### src/dacsp_pkg.sv
// Constants, field layouts and carrier types of the dual converter serial port
package dacsp_pkg;

   // Frame geometry
   localparam int FRAME_BITS   = 32;
   localparam int FRAME_CNT_W  = 16;
   localparam int FRAME_MOD_W  = 5;
   localparam int DATA_FIELD_W = 20;
   localparam int RES_DEFAULT  = 16;
   localparam int EXEC_CYC_DEF = 2;
   localparam int FIFO_DEPTH   = 4;

   // Command codes
   localparam logic [3:0] CMD_WR_IN      = 4'h0;
   localparam logic [3:0] CMD_UPD        = 4'h1;
   localparam logic [3:0] CMD_WR_UPD_ALL = 4'h2;
   localparam logic [3:0] CMD_WR_UPD     = 4'h3;
   localparam logic [3:0] CMD_PWR        = 4'h4;
   localparam logic [3:0] CMD_CLR_CODE   = 4'h5;
   localparam logic [3:0] CMD_LOAD_MASK  = 4'h6;
   localparam logic [3:0] CMD_SOFT_RST   = 4'h7;
   localparam logic [3:0] CMD_CHAIN      = 4'h8;

   // Channel select codes
   localparam logic [3:0] CHAN_A    = 4'h0;
   localparam logic [3:0] CHAN_B    = 4'h3;
   localparam logic [3:0] CHAN_BOTH = 4'hF;

   // Bit positions inside the data field
   localparam int PD_MODE_LSB = 8;
   localparam int PD_A_BIT    = 0;
   localparam int PD_B_BIT    = 3;
   localparam int CLR_LSB     = 0;
   localparam int MASK_A_BIT  = 0;
   localparam int MASK_B_BIT  = 3;
   localparam int CHAIN_BIT   = 1;

   // Reset values
   localparam logic [1:0] PWR_NORMAL  = 2'h0;
   localparam logic [1:0] CLR_RST     = 2'h0;
   localparam logic [1:0] MASK_RST    = 2'h0;
   localparam logic       CHAIN_RST   = 1'b0;
   localparam logic [3:0] CNT_ZERO    = 4'h0;

   typedef struct packed {
      logic [3:0]              ignored;
      logic [3:0]              cmd;
      logic [3:0]              chan;
      logic [DATA_FIELD_W-1:0] data;
   } dacsp_frame_t;

   typedef struct packed {
      logic [1:0] pwr_a;
      logic [1:0] pwr_b;
      logic [1:0] clr_sel;
      logic [1:0] load_mask;
      logic       chain_enable;
   } dacsp_mode_t;

endpackage : dacsp_pkg

### src/dacsp_core.sv
// Serial command port, frame buffer and command executor of the dual converter
//
// Contract
// - A frame is 32 bits; the first four bits are ignored.
// - Next four bits are the command, then four channel select bits, MSB first.
// - Left-justified code follows; trailing filler bits are ignored.
// - Channel 0000 is A, 0011 is B, 1111 is both; others reserved.
// - Codes 0-3: write input, update, write and update all, write and update.
// - Codes 4-8: power, clear code, load mask, soft reset, chain enable.
// - Frame starts at sync fall; data sampled on falling serial clock edges.
// - On the 32nd falling edge the decoded command is carried out.
// - Sync rising before 32 edges clears the shift register, no effect.
// - Chain command takes chain_enable from DB1; reset value is standalone.
// - In chain mode extra clocks shift data out on rising edges.
// - Chain frames need 32N clocks; otherwise the frame is discarded.
// - Gated clock burst is latched by sync rising; no bits while high.
// - Codes are straight unsigned binary.
// - With load strobe high, converter registers update on its falling edge.
// - With load strobe low, converter registers update with the write.
`timescale 1ns/1ps

module dacsp_fifo #(
   parameter int W = 32,
   parameter int D = 4
) (
   // Clock and reset
   input  wire logic         clk_sys,
   input  wire logic         rst_b,
   // Fill side
   input  wire logic         in_valid,
   output logic              in_ready,
   input  wire logic [W-1:0] in_data,
   // Drain side
   output logic              out_valid,
   input  wire logic         out_ready,
   output logic [W-1:0]      out_data
);
   localparam int AW = $clog2(D);

   logic [W-1:0] mem [D];
   logic [AW-1:0] wr_ptr_reg;
   logic [AW-1:0] rd_ptr_reg;
   logic [AW:0]   count_reg;
   logic          push;
   logic          pop;

   assign push      = in_valid && in_ready;
   assign pop       = out_valid && out_ready;
   assign in_ready  = (count_reg != (AW+1)'(D));
   assign out_valid = (count_reg != '0);
   assign out_data  = mem[rd_ptr_reg];

   always_ff @(posedge clk_sys) begin
      if (push) begin
         mem[wr_ptr_reg] <= in_data;
      end
   end

   always_ff @(posedge clk_sys or negedge rst_b) begin
      if (!rst_b) begin
         wr_ptr_reg <= '0;
         rd_ptr_reg <= '0;
         count_reg  <= '0;
      end else begin
         if (push) begin
            wr_ptr_reg <= (wr_ptr_reg == AW'(D - 1)) ? '0 : wr_ptr_reg + 1'b1;
         end
         if (pop) begin
            rd_ptr_reg <= (rd_ptr_reg == AW'(D - 1)) ? '0 : rd_ptr_reg + 1'b1;
         end
         if (push && !pop) begin
            count_reg <= count_reg + 1'b1;
         end else if (pop && !push) begin
            count_reg <= count_reg - 1'b1;
         end
      end
   end

endmodule : dacsp_fifo

module dacsp_core #(
   parameter int RES         = dacsp_pkg::RES_DEFAULT,
   parameter int EXEC_CYCLES = dacsp_pkg::EXEC_CYC_DEF,
   parameter logic [RES-1:0] POR_CODE = '0
) (
   // Clock and reset
   input  wire logic               clk_sys,
   input  wire logic               rst_b,
   // Serial pins
   input  wire logic               frame_sync_n,
   input  wire logic               sclk,
   input  wire logic               din,
   output logic                    serial_out,
   // Load strobe pin
   input  wire logic               load_strobe_n,
   // Converter state
   output logic [RES-1:0]          conv_code_a,
   output logic [RES-1:0]          conv_code_b,
   output dacsp_pkg::dacsp_mode_t  mode
);
   import dacsp_pkg::*;

   typedef enum logic [1:0] {
      F_IDLE,
      F_SHIFT,
      F_HOLD
   } dacsp_fstate_t;

   // Channel select to {B, A} hit mask; reserved codes hit nothing
   function automatic logic [1:0] chan_hits(input logic [3:0] chan);
      case (chan)
         CHAN_A:    chan_hits = 2'b01;
         CHAN_B:    chan_hits = 2'b10;
         CHAN_BOTH: chan_hits = 2'b11;
         default:   chan_hits = 2'b00;
      endcase
   endfunction : chan_hits

   // Left-justified code of the configured resolution
   function automatic logic [RES-1:0] code_of(input logic [DATA_FIELD_W-1:0] d);
      code_of = d[DATA_FIELD_W-1 -: RES];
   endfunction : code_of

   // Pin synchronisers: sync, sclk, din, load strobe
   logic [3:0] pin_meta_reg;
   logic [3:0] pin_q_reg;
   logic [3:0] pin_prev_reg;
   logic       sync_q;
   logic       sclk_q;
   logic       din_q;
   logic       load_strobe_n_q;
   logic       sync_fall;
   logic       sync_rise;
   logic       sclk_fall;
   logic       sclk_rise;
   logic       load_strobe_n_fall;

   always_ff @(posedge clk_sys or negedge rst_b) begin
      if (!rst_b) begin
         pin_meta_reg <= 4'hF;
         pin_q_reg    <= 4'hF;
         pin_prev_reg <= 4'hF;
      end else begin
         pin_meta_reg <= {load_strobe_n, din, sclk, frame_sync_n};
         pin_q_reg    <= pin_meta_reg;
         pin_prev_reg <= pin_q_reg;
      end
   end

   assign sync_q    = pin_q_reg[0];
   assign sclk_q    = pin_q_reg[1];
   assign din_q     = pin_q_reg[2];
   assign load_strobe_n_q    = pin_q_reg[3];
   assign sync_fall = pin_prev_reg[0] && !sync_q;
   assign sync_rise = !pin_prev_reg[0] && sync_q;
   assign sclk_fall = pin_prev_reg[1] && !sclk_q;
   assign sclk_rise = !pin_prev_reg[1] && sclk_q;
   assign load_strobe_n_fall = pin_prev_reg[3] && !load_strobe_n_q;

   // Frame capture
   dacsp_fstate_t           fstate_reg;
   logic [FRAME_BITS-1:0]   shift_reg;
   logic [FRAME_CNT_W-1:0]  edge_cnt_reg;
   logic                    pend_valid_reg;
   dacsp_frame_t            pend_word_reg;
   logic                    pend_ready;
   logic [FRAME_BITS-1:0]   shift_next;
   logic                    chain_en;
   logic                    chain_full;

   assign shift_next = {shift_reg[FRAME_BITS-2:0], din_q};
   assign chain_en   = mode.chain_enable;
   // Whole multiple of 32 edges, at least one frame
   assign chain_full = (edge_cnt_reg != '0)
                       && (edge_cnt_reg[FRAME_MOD_W-1:0] == '0);

   always_ff @(posedge clk_sys or negedge rst_b) begin
      if (!rst_b) begin
         fstate_reg   <= F_IDLE;
         shift_reg    <= '0;
         edge_cnt_reg <= '0;
      end else begin
         case (fstate_reg)
            F_IDLE: begin
               if (sync_fall) begin
                  fstate_reg   <= F_SHIFT;
                  shift_reg    <= '0;
                  edge_cnt_reg <= '0;
               end
            end
            F_SHIFT: begin
               if (sync_rise) begin
                  // Early rise or partial chain frame discards the data
                  if (!(chain_en && chain_full)) begin
                     shift_reg <= '0;
                  end
                  fstate_reg <= F_IDLE;
               end else if (sclk_fall) begin
                  shift_reg <= shift_next;
                  if (edge_cnt_reg != '1) begin
                     edge_cnt_reg <= edge_cnt_reg + 1'b1;
                  end
                  if (!chain_en && edge_cnt_reg == FRAME_CNT_W'(FRAME_BITS - 1)) begin
                     fstate_reg <= F_HOLD;
                  end
               end
            end
            F_HOLD: begin
               // Standalone frame done; further clocks are ignored
               if (sync_rise) begin
                  fstate_reg <= F_IDLE;
               end
            end
            default: begin
               fstate_reg <= F_IDLE;
            end
         endcase
      end
   end

   // Completed frame waits here until the buffer accepts it
   always_ff @(posedge clk_sys or negedge rst_b) begin
      if (!rst_b) begin
         pend_valid_reg <= 1'b0;
         pend_word_reg  <= '0;
      end else if (fstate_reg == F_SHIFT && !sync_rise && sclk_fall && !chain_en
                   && edge_cnt_reg == FRAME_CNT_W'(FRAME_BITS - 1)) begin
         pend_valid_reg <= 1'b1;
         pend_word_reg  <= shift_next;
      end else if (fstate_reg == F_SHIFT && sync_rise && chain_en && chain_full) begin
         pend_valid_reg <= 1'b1;
         pend_word_reg  <= shift_reg;
      end else if (pend_ready) begin
         pend_valid_reg <= 1'b0;
      end
   end

   // Serial output moves on rising clock, stable at the next falling edge
   always_ff @(posedge clk_sys or negedge rst_b) begin
      if (!rst_b) begin
         serial_out <= 1'b0;
      end else if (!chain_en) begin
         serial_out <= 1'b0;
      end else if (fstate_reg == F_SHIFT && sclk_rise) begin
         serial_out <= shift_reg[FRAME_BITS-1];
      end
   end

   // Frame buffer between capture and execution
   dacsp_frame_t fifo_word;
   logic         fifo_valid;
   logic         exec_ready;
   logic [3:0]   busy_cnt_reg;
   logic         take;

   dacsp_fifo #(
      .W (FRAME_BITS),
      .D (FIFO_DEPTH)
   ) u_fifo (
      .clk_sys   (clk_sys),
      .rst_b     (rst_b),
      .in_valid  (pend_valid_reg),
      .in_ready  (pend_ready),
      .in_data   (pend_word_reg),
      .out_valid (fifo_valid),
      .out_ready (exec_ready),
      .out_data  (fifo_word)
   );

   // Executor accepts one command every EXEC_CYCLES cycles
   assign exec_ready = (busy_cnt_reg == CNT_ZERO);
   assign take       = fifo_valid && exec_ready;

   always_ff @(posedge clk_sys or negedge rst_b) begin
      if (!rst_b) begin
         busy_cnt_reg <= CNT_ZERO;
      end else if (take) begin
         busy_cnt_reg <= 4'(EXEC_CYCLES - 1);
      end else if (busy_cnt_reg != CNT_ZERO) begin
         busy_cnt_reg <= busy_cnt_reg - 1'b1;
      end
   end

   // Command decode
   logic [1:0]     hits;
   logic [RES-1:0] new_code;
   logic [1:0]     sync_upd;
   logic [RES-1:0] in_reg   [2];
   logic [RES-1:0] conv_reg [2];

   assign hits     = chan_hits(fifo_word.chan);
   assign new_code = code_of(fifo_word.data);
   // Strobe held low, or masked channel, updates with the write
   assign sync_upd = {2{!load_strobe_n_q}} | mode.load_mask;

   always_ff @(posedge clk_sys or negedge rst_b) begin
      if (!rst_b) begin
         in_reg[0]   <= '0;
         in_reg[1]   <= '0;
         conv_reg[0] <= '0;
         conv_reg[1] <= '0;
      end else begin
         if (load_strobe_n_fall) begin
            conv_reg[0] <= in_reg[0];
            conv_reg[1] <= in_reg[1];
         end
         if (take) begin
            for (int ch = 0; ch < 2; ch++) begin
               case (fifo_word.cmd)
                  CMD_WR_IN: begin
                     if (hits[ch]) begin
                        in_reg[ch] <= new_code;
                        if (sync_upd[ch]) begin
                           conv_reg[ch] <= new_code;
                        end
                     end
                  end
                  CMD_UPD: begin
                     if (hits[ch]) begin
                        conv_reg[ch] <= in_reg[ch];
                     end
                  end
                  CMD_WR_UPD_ALL: begin
                     if (hits != 2'b00) begin
                        if (hits[ch]) begin
                           in_reg[ch]   <= new_code;
                           conv_reg[ch] <= new_code;
                        end else begin
                           conv_reg[ch] <= in_reg[ch];
                        end
                     end
                  end
                  CMD_WR_UPD: begin
                     if (hits[ch]) begin
                        in_reg[ch]   <= new_code;
                        conv_reg[ch] <= new_code;
                     end
                  end
                  CMD_SOFT_RST: begin
                     in_reg[ch]   <= POR_CODE;
                     conv_reg[ch] <= POR_CODE;
                  end
                  default: begin
                     // Other commands leave the codes alone
                  end
               endcase
            end
         end
      end
   end

   assign conv_code_a = conv_reg[0];
   assign conv_code_b = conv_reg[1];

   // Operating mode registers
   always_ff @(posedge clk_sys or negedge rst_b) begin
      if (!rst_b) begin
         mode.pwr_a        <= PWR_NORMAL;
         mode.pwr_b        <= PWR_NORMAL;
         mode.clr_sel      <= CLR_RST;
         mode.load_mask    <= MASK_RST;
         mode.chain_enable <= CHAIN_RST;
      end else if (take) begin
         case (fifo_word.cmd)
            CMD_PWR: begin
               if (fifo_word.data[PD_A_BIT]) begin
                  mode.pwr_a <= fifo_word.data[PD_MODE_LSB +: 2];
               end
               if (fifo_word.data[PD_B_BIT]) begin
                  mode.pwr_b <= fifo_word.data[PD_MODE_LSB +: 2];
               end
            end
            CMD_CLR_CODE: begin
               mode.clr_sel <= fifo_word.data[CLR_LSB +: 2];
            end
            CMD_LOAD_MASK: begin
               mode.load_mask <= {fifo_word.data[MASK_B_BIT],
                                  fifo_word.data[MASK_A_BIT]};
            end
            CMD_SOFT_RST: begin
               mode.pwr_a        <= PWR_NORMAL;
               mode.pwr_b        <= PWR_NORMAL;
               mode.clr_sel      <= CLR_RST;
               mode.load_mask    <= MASK_RST;
               mode.chain_enable <= CHAIN_RST;
            end
            CMD_CHAIN: begin
               mode.chain_enable <= fifo_word.data[CHAIN_BIT];
            end
            default: begin
               // Reserved codes change nothing
            end
         endcase
      end
   end

endmodule : dacsp_core

### config.mk
export PLATFORM = sky130hd
export DESIGN_NAME = dacsp_core
export DESIGN_NICKNAME = d
export VERILOG_FILES = /design/src/dacsp_pkg.sv /design/src/dacsp_core.sv
export SDC_FILE = /design/constraint.sdc
export NUM_CORES = 1
export LEC_CHECK = 0
export BUFFER_PORTS_ARGS = -buffer_cell sky130_fd_sc_hd__buf_4
export CAP_MARGIN = 20
export CORE_MARGIN = 2
export CORE_UTILIZATION = 45
export DETAILED_ROUTE_END_ITERATION = 6
export SKIP_CTS_REPAIR_TIMING = 1
export SLEW_MARGIN = 5
export SYNTH_ARGS = -nofsm -noshare
export SYNTH_HDL_FRONTEND = slang
export SYNTH_SLANG_ARGS = --single-unit
### constraint.sdc
create_clock -name clk_sys -period 5.43 [get_ports clk_sys]
set_input_delay 1.086 -clock clk_sys [delete_from_list [all_inputs] [get_ports clk_sys]]
set_output_delay 1.086 -clock clk_sys [all_outputs]
set_load 0.1 [all_outputs]
# Yosys cells after proc, flatten, opt, wreduce, memory -nomap -nowiden
# Memory sizes are Yosys's and may differ from the RTL's.
# Cells that the tools add are included.
[totals]
regBits = 180
ram_bits = 128
input_bits = 6
out_inout_bits = 42
n_memories = 1
[mem_list]
columns = ["name", "depth", "word_bits", "rd", "rd_clocked_by_memory_dff", "write_ports", "line_no", "source"]
rows = [
  ["u_fifo.mem", 4, 32, 1, 0, 1, "dacsp_core.sv:40", "logic [W-1:0] mem [D];"],
]
[op_classes]
addsub = 6
eq_ne = 29
mux = 58
n_bitwise = 1
reduce_logical = 58
[ops]
columns = ["cell", "n"]
rows = [
  ["2-to-1 mux 16 bit", 18],
  ["2-to-1 mux 32 bit", 8],
  ["case mux 16 bit (5 select lines)", 2],
  ["case mux 16 bit (3 select lines)", 2],
  ["case mux 32 bit (2 select lines)", 1],
  ["case mux 16 bit (2 select lines)", 1],
  ["logical AND 1 bit", 20],
  ["2-to-1 mux 2 bit", 9],
  ["nonzero test 2 bit", 9],
  ["adder 16 x 1 -> 16 bit (second input constant)", 1],
  ["== test 16 x 5 -> 1 bit (second input constant)", 1],
  ["== test 4 x 3 -> 1 bit (second input constant)", 4],
  ["!= test 16 bit (second input constant)", 1],
  ["!= test 2 bit (second input constant)", 8],
  ["nonzero test 16 bit", 1],
  ["== test 4 x 2 -> 1 bit (second input constant)", 3],
  ["zero test 4 bit", 3],
  ["!= test 3 bit (second input constant)", 4],
  ["case mux 2 bit (3 select lines)", 2],
  ["zero test 1 bit", 9],
  ["AND reduction 3 bit", 3],
  ["nonzero test 3 bit", 3],
  ["== test 4 bit (second input constant)", 2],
  ["2-to-1 mux 4 bit", 2],
  ["other kinds (21)", 35],
]

# Logic depth before layout (Yosys ltp)
# Gate-level depths: netlist (run 1).
[depth]
word_depth = 8
ltp_mapped = 12
depth_no_buf = 11

# Hierarchy
# From an unflattened synthesis (run 1), not the netlist that was laid out.
[hier_totals]
cells_unflattened = 1063
hier_area_um2 = 13794.5
[by_module_without_submodules]
columns = ["mod", "n_inst", "cells_per_inst", "area_per_inst_um2", "seq_area_each_um2"]
rows = [
  ["dacsp_core", 1, 859, 8740.9, 4317.9],
  ["dacsp_fifo", 1, 204, 5053.6, 4018.9],
]

# Worst setup path after synthesis (run 1)
# Ideal clock, no wire load.
[synth_timing]
path_type = "register -> register"
start = "reg u_fifo.rd_ptr_reg[0]"
end = "reg in_reg[10] (netlist bit)"
setup_ps = 121
arrival_ps = 2521
slack_ps = 2788
stages_incl_launch_ff = 10
n_path_buf = 3
synth_period_minus_slack_ps = 2642
cell_sequence = "dfrtp_1 buf_6 buf_6 mux4_2 or3_4 a21o_1 o21bai_4 o21bai_4 buf_6 a22o_1"
[synth_via]
elab_chain_len = 6
elab_cells_between_ends = 17
classes_between = "eq/ne (6); mux (4); reduce/logical (6); memory (1)"
[synth_rtl]
columns = ["item", "line_no", "source"]
rows = [
  ["start: declaration", "dacsp_core.sv:42", "logic [AW-1:0] rd_ptr_reg;"],
  ["start signal: assignment", "dacsp_core.sv:69", "rd_ptr_reg <= (rd_ptr_reg == AW'(D - 1)) ? '0 : rd_ptr_reg + 1'b1;"],
  ["memory read (4 x 32 bit) *", "-", ""],
  ["== test 4 bit (tied with other cells)", "dacsp_core.sv:111", "case (chan)"],
  ["case mux 2 bit (3 select lines)", "dacsp_core.sv:111", ""],
  ["2-to-1 mux 16 bit / nonzero test 2 bit (equally long branches)", "-", ""],
  ["2-to-1 mux 16 bit / != test 2 bit (equally long branches)", "-", ""],
  ["case mux 16 bit (3 select lines) / AND reduction 3 bit (equally long branches)", "-", ""],
  ["end signal: indexed assignment", "dacsp_core.sv:312", "in_reg[ch] <= new_code;"],
  ["end signal: indexed assignment", "dacsp_core.sv:326", "in_reg[ch] <= new_code;"],
  ["end signal: indexed assignment", "dacsp_core.sv:335", "in_reg[ch] <= new_code;"],
  ["end: declaration", "dacsp_core.sv:288", "logic [RES-1:0] in_reg [2];"],
]
# Every way passes the cells marked *; elsewhere a longest branch is shown, timed or not. The select of a mux whose other input is x is not followed.
# A chain may end at the register's enable or synchronous reset.

# Worst setup path in the final report (run 1)
[layout_timing]
start = "reg u_fifo.rd_ptr_reg[0]"
end = "reg in_reg[26] (netlist bit)"
[layout_via]
elab_chain_len = 6
elab_cells_between_ends = 17
classes_between = "eq/ne (6); mux (4); reduce/logical (6); memory (1)"
[layout_rtl]
columns = ["item", "line_no"]
rows = [
  ["memory read (4 x 32 bit) *", "-"],
  ["== test 4 bit (tied with other cells)", "dacsp_core.sv:111"],
  ["case mux 2 bit (3 select lines)", "dacsp_core.sv:111"],
  ["2-to-1 mux 16 bit / nonzero test 2 bit (equally long branches)", "-"],
  ["2-to-1 mux 16 bit / != test 2 bit (equally long branches)", "-"],
  ["case mux 16 bit (3 select lines) / AND reduction 3 bit (equally long branches)", "-"],
]
# Marks and branches as above.

==> results of run 1 <==
==> power breakdown <==
group	internal [W]	switching (W)
combinational	0.000582	0.00129
clock	0.00129	0.000876
sequential	0.00224	0.0000415
total	0.00412	0.00220
==> cells in the final DEF (no fill, tap or decap), types with 10 or more instances in the layout <==
| cell | n |
|---|---|
| a22o_1 | 34 |
| dfrtp_1 | 162 |
| ha_1 | 10 |
| mux4_2 | 26 |
| nor2b_1 | 11 |
| dfstp_2 | 11 |
| o21ai_0 | 48 |
| o221ai_1 | 14 |
| a311oi_1 | 12 |
| a21oi_1 | 48 |
| mux2i_1 | 58 |
| clkbuf_16 | 31 |
| nor3_1 | 23 |
| inv_1 | 27 |
| nand3_1 | 15 |
| a22oi_1 | 63 |
| mux2_2 | 48 |
| nor2_1 | 44 |
| edfxtp_1 | 108 |
| nand2b_1 | 13 |
| nand2_1 | 215 |
| buf_4 | 73 |
| a211oi_1 | 38 |
| o211ai_1 | 19 |
==> cells by family after synthesis <==
kind of cell / Yosys count / share of synthesized area
compound gates: 322 / 0.1684
xor+xnor: 12 / 0.007413
fa+ha+maj: 12 / 0.01094
buf+inv: 115 / 0.03459
flops: 282 / 0.5368
mux: 132 / 0.1204
simple gates: 379 / 0.1215
==> critical path, delay by kind of cell (launching register included) <==
kind / cells / cell delay, ps
flip-flops: 1 / 650
multiplexers: 1 / 810
AO/OA/AOI/OAI: 3 / 870
AND/OR/NAND/NOR: 2 / 1380
==> layout make-up <==
| class | instances | share of cell area |
|---|---|---|
| clock buffer | 36 | 0.04964 |
| clock inverter | 22 | 0.01626 |
| inverter | 27 | 0.006333 |
| multi-input combinational | 857 | 0.3821 |
| sequential | 282 | 0.4756 |
| tap | 396 | 0.03096 |
| timing repair buffer | 77 | 0.03901 |
==> worst min path at each step <==
stage	end	from	depth (start not counted)	slack [ps]
after floorplan	pin_q_reg[0]	pin_meta_reg[0]	0	350
after global placement	pin_q_reg[3]	pin_meta_reg[3]	0	350
after detailed placement	pin_q_reg[2]	pin_meta_reg[2]	0	350
after CTS	pin_q_reg[2]	pin_meta_reg[2]	0	350
after global routing	pin_q_reg[2]	pin_meta_reg[2]	0	350
final	pin_q_reg[2]	pin_meta_reg[2]	0	350
==> through the flow <==
step / utilization / std cells
after global placement: 0.4835 / 1637
after global routing: 0.5191 / 1697
after detailed placement: 0.4840 / 1638
after CTS: 0.5182 / 1696
final: 0.5191 / 1697
after floorplan: - / 1254
==> routing by layer <==
metal  track usage  up-vias  wire length, um
li1              -     4753                -
met1        0.2965     4987            15910
met2        0.3315      270            15450
met3       0.02627       67             1465
met4       0.07577        0             1300
met5             0        -                0
==> flow_summary.toml, run 1 <==
[finish]
synthToLayoutAreaGrowth_pct = 12.88
drive_gt1_frac = 0.1868
design_area_um2 = 16000
multi_input_area_um2 = 6116
largest_reg_flops = 108
seqCellArea_um2 = 7612
antenna_cells = 0
fillers = 2652
nNetsFinal = 1293

[logic_synthesis]
syn_area_per_cell_um2 = 11.31
postSynthCellCount = 1254
synth_edf_count = 108
synthFlopType = "dfrtp_1"
ys_seq_area_frac = 0.5368
synth_common_cells = "nand2_1, dfrtp_1, edfxtp_1"
yosysMostFrequentCell = "nand2_1"
synth.distinct_cells = 64
ys_warn_count = 0
async_flop_share = 0.6170
netlist_top_cells_area = "dfrtp_1, edfxtp_1, nand2_1"
synth_nets = 1271
synth-seq-cells = 282
synth.top_cell.area_share = 0.2877
synth_area_leader_cell = "dfrtp_1"
syn_area_um2 = 14180

[place]
dpl-instance-area_um2 = 14920
io_buffers = 47
dp_hpwl_mm = 21.56
gp_congestion = 0.7911
dpl_worst_slack_ps = 1616

[power_and_ir_drop]
leakage_nw = 6.252
ir_drop_uv = 254.8
power_w = 0.006321
p_per_area_nw_per_um2 = 395.0

[floorplan]
start_util = 0.4599
coreArea_um2 = 30830
rows = 64
die_area_um2 = 32940
die_h_um = 181.5
ioPinCount = 48
chipWidth_um = 181.5

[worst_setup_path]
r2r_cells = 6
critPathCaptureType = "register"
critical_path_required_ps = 5930
crit_chain = "mux4_2 > or4_4 > o21ai_2 > o21bai_4 > nor2_2 > a22o_1"
endpoint = "in_reg[26]"
r2r-end = "in_reg[26]"
timing.rr.start = "u_fifo.rd_ptr_reg[0]"
arrival_ps = 4290
max_stage_delay_ps = 810
criticalPathCategory = "reg2reg"
critPathLaunch = "u_fifo.rd_ptr_reg[0]"
regToRegSetupSlack_ps = 1640
worstSetupStartpointType = "register"
crit_path_max_fanout = 31
slowest_stage = "mux4_2"

[global_route]
antenna_found_initial = 0
grt_pass1_vias = 9878
overflow = 0
grt_start_max_net_pins = 98
grt_usage = 0.2089
grt_pass1_wl_mm = 55.34

[timing]
skew_ps = 15.81
hold_violations = 0
tightest_slew_ps = 965.6
post-route-min-period_ps = 3790
fmax_mhz = 263.8
rsz0062_at_grt = "false"
slew_headroom = 0.3549
worst_slack_ps = 1640
whs_ps = 349.9
tns_ps = 0
setup_viol = 0
period_share = 0.6980
drv_slew = 0

[run]
cap_violations = 0

[detailed_routing]
vias = 10080
drt_iter0_drc = 831
ant_nets = 0
drcViolationCount = 0
via_per_inst = 5.938
first_pass_iters = 5
wl_per_cell_um = 20.11
drt-total-wl_mm = 34.13

[cts]
clock-sinks = 282
clk_pin_slew_ps = 60
cts_htree_levels = 1
cts_tree = "yes"
clock-root-buffer = "clkbuf_16"
cts_buffers = 31
cts_buffer_depth = 3
clkLatencyLatePin_ps = 570

[worst_hold_path]
hp-class = "reg2reg"

[outcome]
status = "completed"
(Power assumes the default switching activity.)
==> run 2: changes to the inputs <==
==> constraint.sdc (replaced) <==
create_clock -name clk_sys -period 3.1 [get_ports clk_sys]
set_input_delay 0.62 -clock clk_sys [delete_from_list [all_inputs] [get_ports clk_sys]]
set_output_delay 0.62 -clock clk_sys [all_outputs]
set_load 0.1 [all_outputs]
==> run 2 against run 1 <==
Sequential power grew 75%. Final area is 1.6% higher. Clock-buffer cell count up 3. Largest cell class unchanged. Core utilization rose by 0.84 points. Non-clock buffer count is 29 higher. Final cell count increased by 1.7%. Sequential share of layout area is 0.76 points lower. Critical endpoint is now in_reg[12]. Clock skew decreased by 0.84 ps. Setup slack got worse by 1500 ps. Flip-flop and latch count did not move. Register-to-register slack got worse by 1500 ps. Maximum frequency rose by 30%.
==> flow_summary.toml, run 2 (synthesized netlist as in run 1, its figures left out) <==
[finish]
layout_commonest_cell = "nand2_1"
multi_input_area_um2 = 6118
synthToLayoutAreaGrowth_pct = 14.70
drive_gt1_frac = 0.2053
largest_reg_flops = 108
final_cell_mix = "nand2_1, dfrtp_1, edfxtp_1, buf_4, a22oi_1"
nNetsFinal = 1322
fin_cells = 1726
fillers = 2671
antenna_cells = 0
seqCellArea_um2 = 7612

[timing]
drv_slew = 0
tns_ps = 0
rsz0062_at_grt = "false"
slew_headroom = 0.3902
post-route-min-period_ps = 2920
setup_viol = 0
period_share = 0.9420
skew_ps = 14.96
hold_violations = 0
tightest_slew_ps = 912.9
whs_ps = 81.45
fmax_mhz = 342.4

[detailed_routing]
first_pass_iters = 7
vias = 10260
met2_length_mm = 16.00
dr.max_layer_used = "met4"
via_per_inst = 5.943
drcViolationCount = 0
dr_wl_met3_mm = 1.421
wl_met1_mm = 16.18
drt_iter0_drc = 830
drt-total-wl_mm = 34.40
wl_per_cell_um = 19.93
ant_nets = 0

[global_route]
grt_start_max_net_pins = 76
antenna_found_initial = 0
grt_usage = 0.2082
grt_pass1_wl_mm = 55.53
overflow = 0
grt_pass1_vias = 10090

[worst_setup_path]
critical_path_required_ps = 3610
critPathCaptureType = "register"
slowest_stage = "dfrtp_2"
r2r_cells = 7
timing.rr.start = "u_fifo.rd_ptr_reg[0]"
crit_chain = "mux4_2 > buf_4 > xor2_1 > nor2_2 > buf_12 > o21bai_4 > a22o_1"
arrival_ps = 3430
worstSetupStartpointType = "register"
critPathLaunch = "u_fifo.rd_ptr_reg[0]"
max_stage_delay_ps = 570
endpoint = "in_reg[12]"
criticalPathCategory = "reg2reg"
critical_path_buf_inv_count = 2
regToRegSetupSlack_ps = 180
r2r-end = "in_reg[12]"
crit_family = "compound AO/OA/AOI/OAI gates"
crit_cells = 7
crit_path_max_fanout = 43

[cts]
clkLatencyLatePin_ps = 580
cts_buffer_depth = 3
clock-root-buffer = "clkbuf_16"
clock-sinks = 282
cts_htree_levels = 1
clk_pin_slew_ps = 60
cts_buffers = 31
cts_tree = "yes"

[floorplan]
start_util = 0.4599
die_h_um = 181.5
coreArea_um2 = 30830
die_area_um2 = 32940
chipWidth_um = 181.5
rows = 64
ioPinCount = 48

[power_and_ir_drop]
p_per_area_nw_per_um2 = 535.8
leakage_nw = 6.738
ir_drop_uv = 465.3
power_w = 0.008714

[place]
place_inst = 1668
dp_hpwl_mm = 22.01
gp_congestion = 0.8050
io_buffers = 47

[worst_hold_path]
hp-class = "in2async"

[outcome]
status = "completed"

[run]
cap_violations = 0
==> run 2: per-layer routing <==
metal	track usage	vias to the layer above
met2	0.3418	241
met4	0.05756	0
li1	-	4804
met3	0.02447	56
met5	0	-
met1	0.2940	5156
==> run 2: how the worst min path moves through the flow <==
stage / start / to / slack (ps)
after floorplan: rst_b / busy_cnt_reg[0] / 320
after global placement: pin_meta_reg[0] / pin_q_reg[0] / 350
after detailed placement: pin_meta_reg[0] / pin_q_reg[0] / 350
after CTS: rst_b / busy_cnt_reg[1] / 90
after global routing: rst_b / busy_cnt_reg[3] / 130
final: rst_b / busy_cnt_reg[3] / 80
==> run 2: metrics by stage <==
step	util	cell area (um^2)	setup slack, ps
after detailed placement	0.4926	15190	121.2
after CTS	0.5274	16260	112.0
final	0.5275	16260	179.8
after floorplan	-	14180	458.2
after global placement	0.4926	15190	174.9
after global routing	0.5275	16260	34.92
==> run 2: area by class of cell <==
class,instances,area share
flip-flops and latches,282,0.4681
multi-input cells,857,0.3762
repair buffers,106,0.05316
clock buffers,39,0.05185
well taps,396,0.03047
clock inverters,19,0.01400
inverters,27,0.006232
==> run 2: power breakdown <==
part | internal (W) | total [W] | switching [W] | leakage, nW
clock network | 0.00227 | 0.00382 | 0.00155 | 0.518
registers | 0.00393 | 0.00401 | 0.0000855 | 3.15
logic | 0.000394 | 0.000879 | 0.000486 | 3.07
total | 0.00659 | 0.00871 | 0.00212 | 6.74
==> run 3: changes to the inputs <==
--- a/config.mk
+++ b/config.mk
@@ -7,8 +7,10 @@
 export LEC_CHECK = 0
 export BUFFER_PORTS_ARGS = -buffer_cell sky130_fd_sc_hd__buf_4
 export CAP_MARGIN = 20
+export CORE_ASPECT_RATIO = 1.2
 export CORE_MARGIN = 2
 export CORE_UTILIZATION = 45
+export CTS_CLUSTER_DIAMETER = 30
 export DETAILED_ROUTE_END_ITERATION = 6
 export SKIP_CTS_REPAIR_TIMING = 1
 export SLEW_MARGIN = 5
==> run 3 against run 2 <==
Die area barely moved. Sequential share of layout area fell by 2.3 points. Critical path depth rose by 2. Setup slack improved by 28 ps. Combinational power fell by 5.3%. Critical path type unchanged. Highest routed layer unchanged.
==> flow_summary.toml, run 3 (synthesized netlist as in run 1, its figures left out) <==
[place]
dpl_worst_slack_ps = 59.58
dp_hpwl_mm = 21.31
gp_congestion = 0.8043
io_buffers = 47
place_inst = 1665

[cts]
clock-root-buffer = "clkbuf_16"
clkLatencyLatePin_ps = 570
cts_buffers = 58
cts_tree = "yes"
cts_htree_levels = 2
clk_pin_slew_ps = 50
clock-sinks = 282
cts_buffer_depth = 3

[finish]
fillers = 2647
fin_cells = 1775
drive_gt1_frac = 0.2293
antenna_cells = 0
nNetsFinal = 1342
largest_reg_flops = 108
layout_commonest_cell = "nand2_1"
final_cell_mix = "nand2_1, dfrtp_1, edfxtp_1, buf_4, a22oi_1"
synthToLayoutAreaGrowth_pct = 20.64

[timing]
period_share = 0.9331
fmax_mhz = 345.7
whs_ps = 158.3
rsz0062_at_grt = "false"
setup_viol = 0
slew_headroom = 0.4073
skew_ps = 24.25
hold_violations = 0
worst_slack_ps = 207.5
drv_slew = 0
tightest_slew_ps = 885.8
post-route-min-period_ps = 2893
tns_ps = 0

[floorplan]
chipWidth_um = 166.0
die_area_um2 = 32950
rows = 71
die_h_um = 198.4
coreArea_um2 = 31180
ioPinCount = 48
start_util = 0.4547

[worst_hold_path]
hp-class = "in2reg"
min_from = "din"
whs_path_depth = 1
holdPathEnd = "pin_meta_reg[2]"

[power_and_ir_drop]
power_w = 0.01095
ir_drop_uv = 468.9
p_per_area_nw_per_um2 = 640.1
leakage_nw = 7.130

[worst_setup_path]
critical_path_required_ps = 3520
criticalPathCategory = "reg2reg"
worstSetupStartpointType = "register"
r2r_cells = 9
critPathCaptureType = "register"
crit_path_max_fanout = 33
timing.rr.start = "u_fifo.rd_ptr_reg[0]"
r2r-end = "conv_code_a[9]"
regToRegSetupSlack_ps = 210
arrival_ps = 3310

[global_route]
grt_start_max_net_pins = 69
antenna_found_initial = 0
grt_pass1_wl_mm = 55.90
overflow = 0
grt_usage = 0.2112
grt_pass1_vias = 10470

[detailed_routing]
drt-total-wl_mm = 34.30
drcViolationCount = 0
wl_per_cell_um = 19.33
ant_nets = 0
first_pass_iters = 5
drt_iter0_drc = 696
vias = 10360
via_per_inst = 5.834

[outcome]
status = "completed"

[run]
cap_violations = 0
## run 3: cell count changes in the layout (fill, tap and decap cells not counted), sizes merged
| cell | delta |
|---|---|
| clkbuf | +25 |
| clkinv | +14 |
| buf | -8 |
| inv | +8 |
| clkinvlp | +3 |
| bufinv | +1 |
| dlygate4sd3 | +1 |
## run 3: metrics by stage
step                      utilization  instance area, um^2
final                          0.5486                17110
after global routing           0.5486                17110
after CTS                      0.5479                17080
after detailed placement       0.4845                15110
after global placement         0.4845                15110
after floorplan                     -                14180
## run 3: worst max path at each step
stage	start	endpoint	cells after the start
2_1_floorplan	u_fifo.rd_ptr_reg[0]	in_reg[10]	9
3_3_place_gp	u_fifo.rd_ptr_reg[0]	conv_code_a[15]	9
3_5_place_dp	u_fifo.rd_ptr_reg[0]	conv_code_a[3]	9
4_1_cts	u_fifo.rd_ptr_reg[0]	conv_code_a[3]	9
5_1_grt	u_fifo.rd_ptr_reg[0]	conv_code_a[1]	9
6_report	u_fifo.rd_ptr_reg[0]	conv_code_a[9]	9
## run 3: area by class of cell
class,count,area [um^2],share of cell area
clock buffer,64,1505,0.08800
multi-input combinational,857,6125,0.3581
sequential,282,7612,0.4450
inverter,27,101.3,0.005925
clock inverter,45,470.5,0.02750
tap,401,501.7,0.02933
timing repair buffer,99,789.5,0.04616
## run 3: metal layers
layer,vias up,track usage,wire length [um]
met5,-,0,0
met4,0,0.08857,1180
met3,71,0.03502,1648
met2,284,0.3659,17000
met1,5100,0.2640,14480
li1,4900,-,-
## run 3: power breakdown
| group | internal [W] | switching (W) | total, W |
|---|---|---|---|
| sequential | 0.00393 | 0.0000809 | 0.00401 |
| clock | 0.00397 | 0.00213 | 0.00610 |
| combinational | 0.000356 | 0.000476 | 0.000832 |
## run 3: critical path, cell delays in order, from the launching register on
cell,delay [ps]
dfrtp_2,530
buf_4,200
mux4_2,620
nand2_1,200
a21o_1,240
buf_4,380
nor2_2,70
buf_4,220
o211ai_1,130
o2111ai_2,140
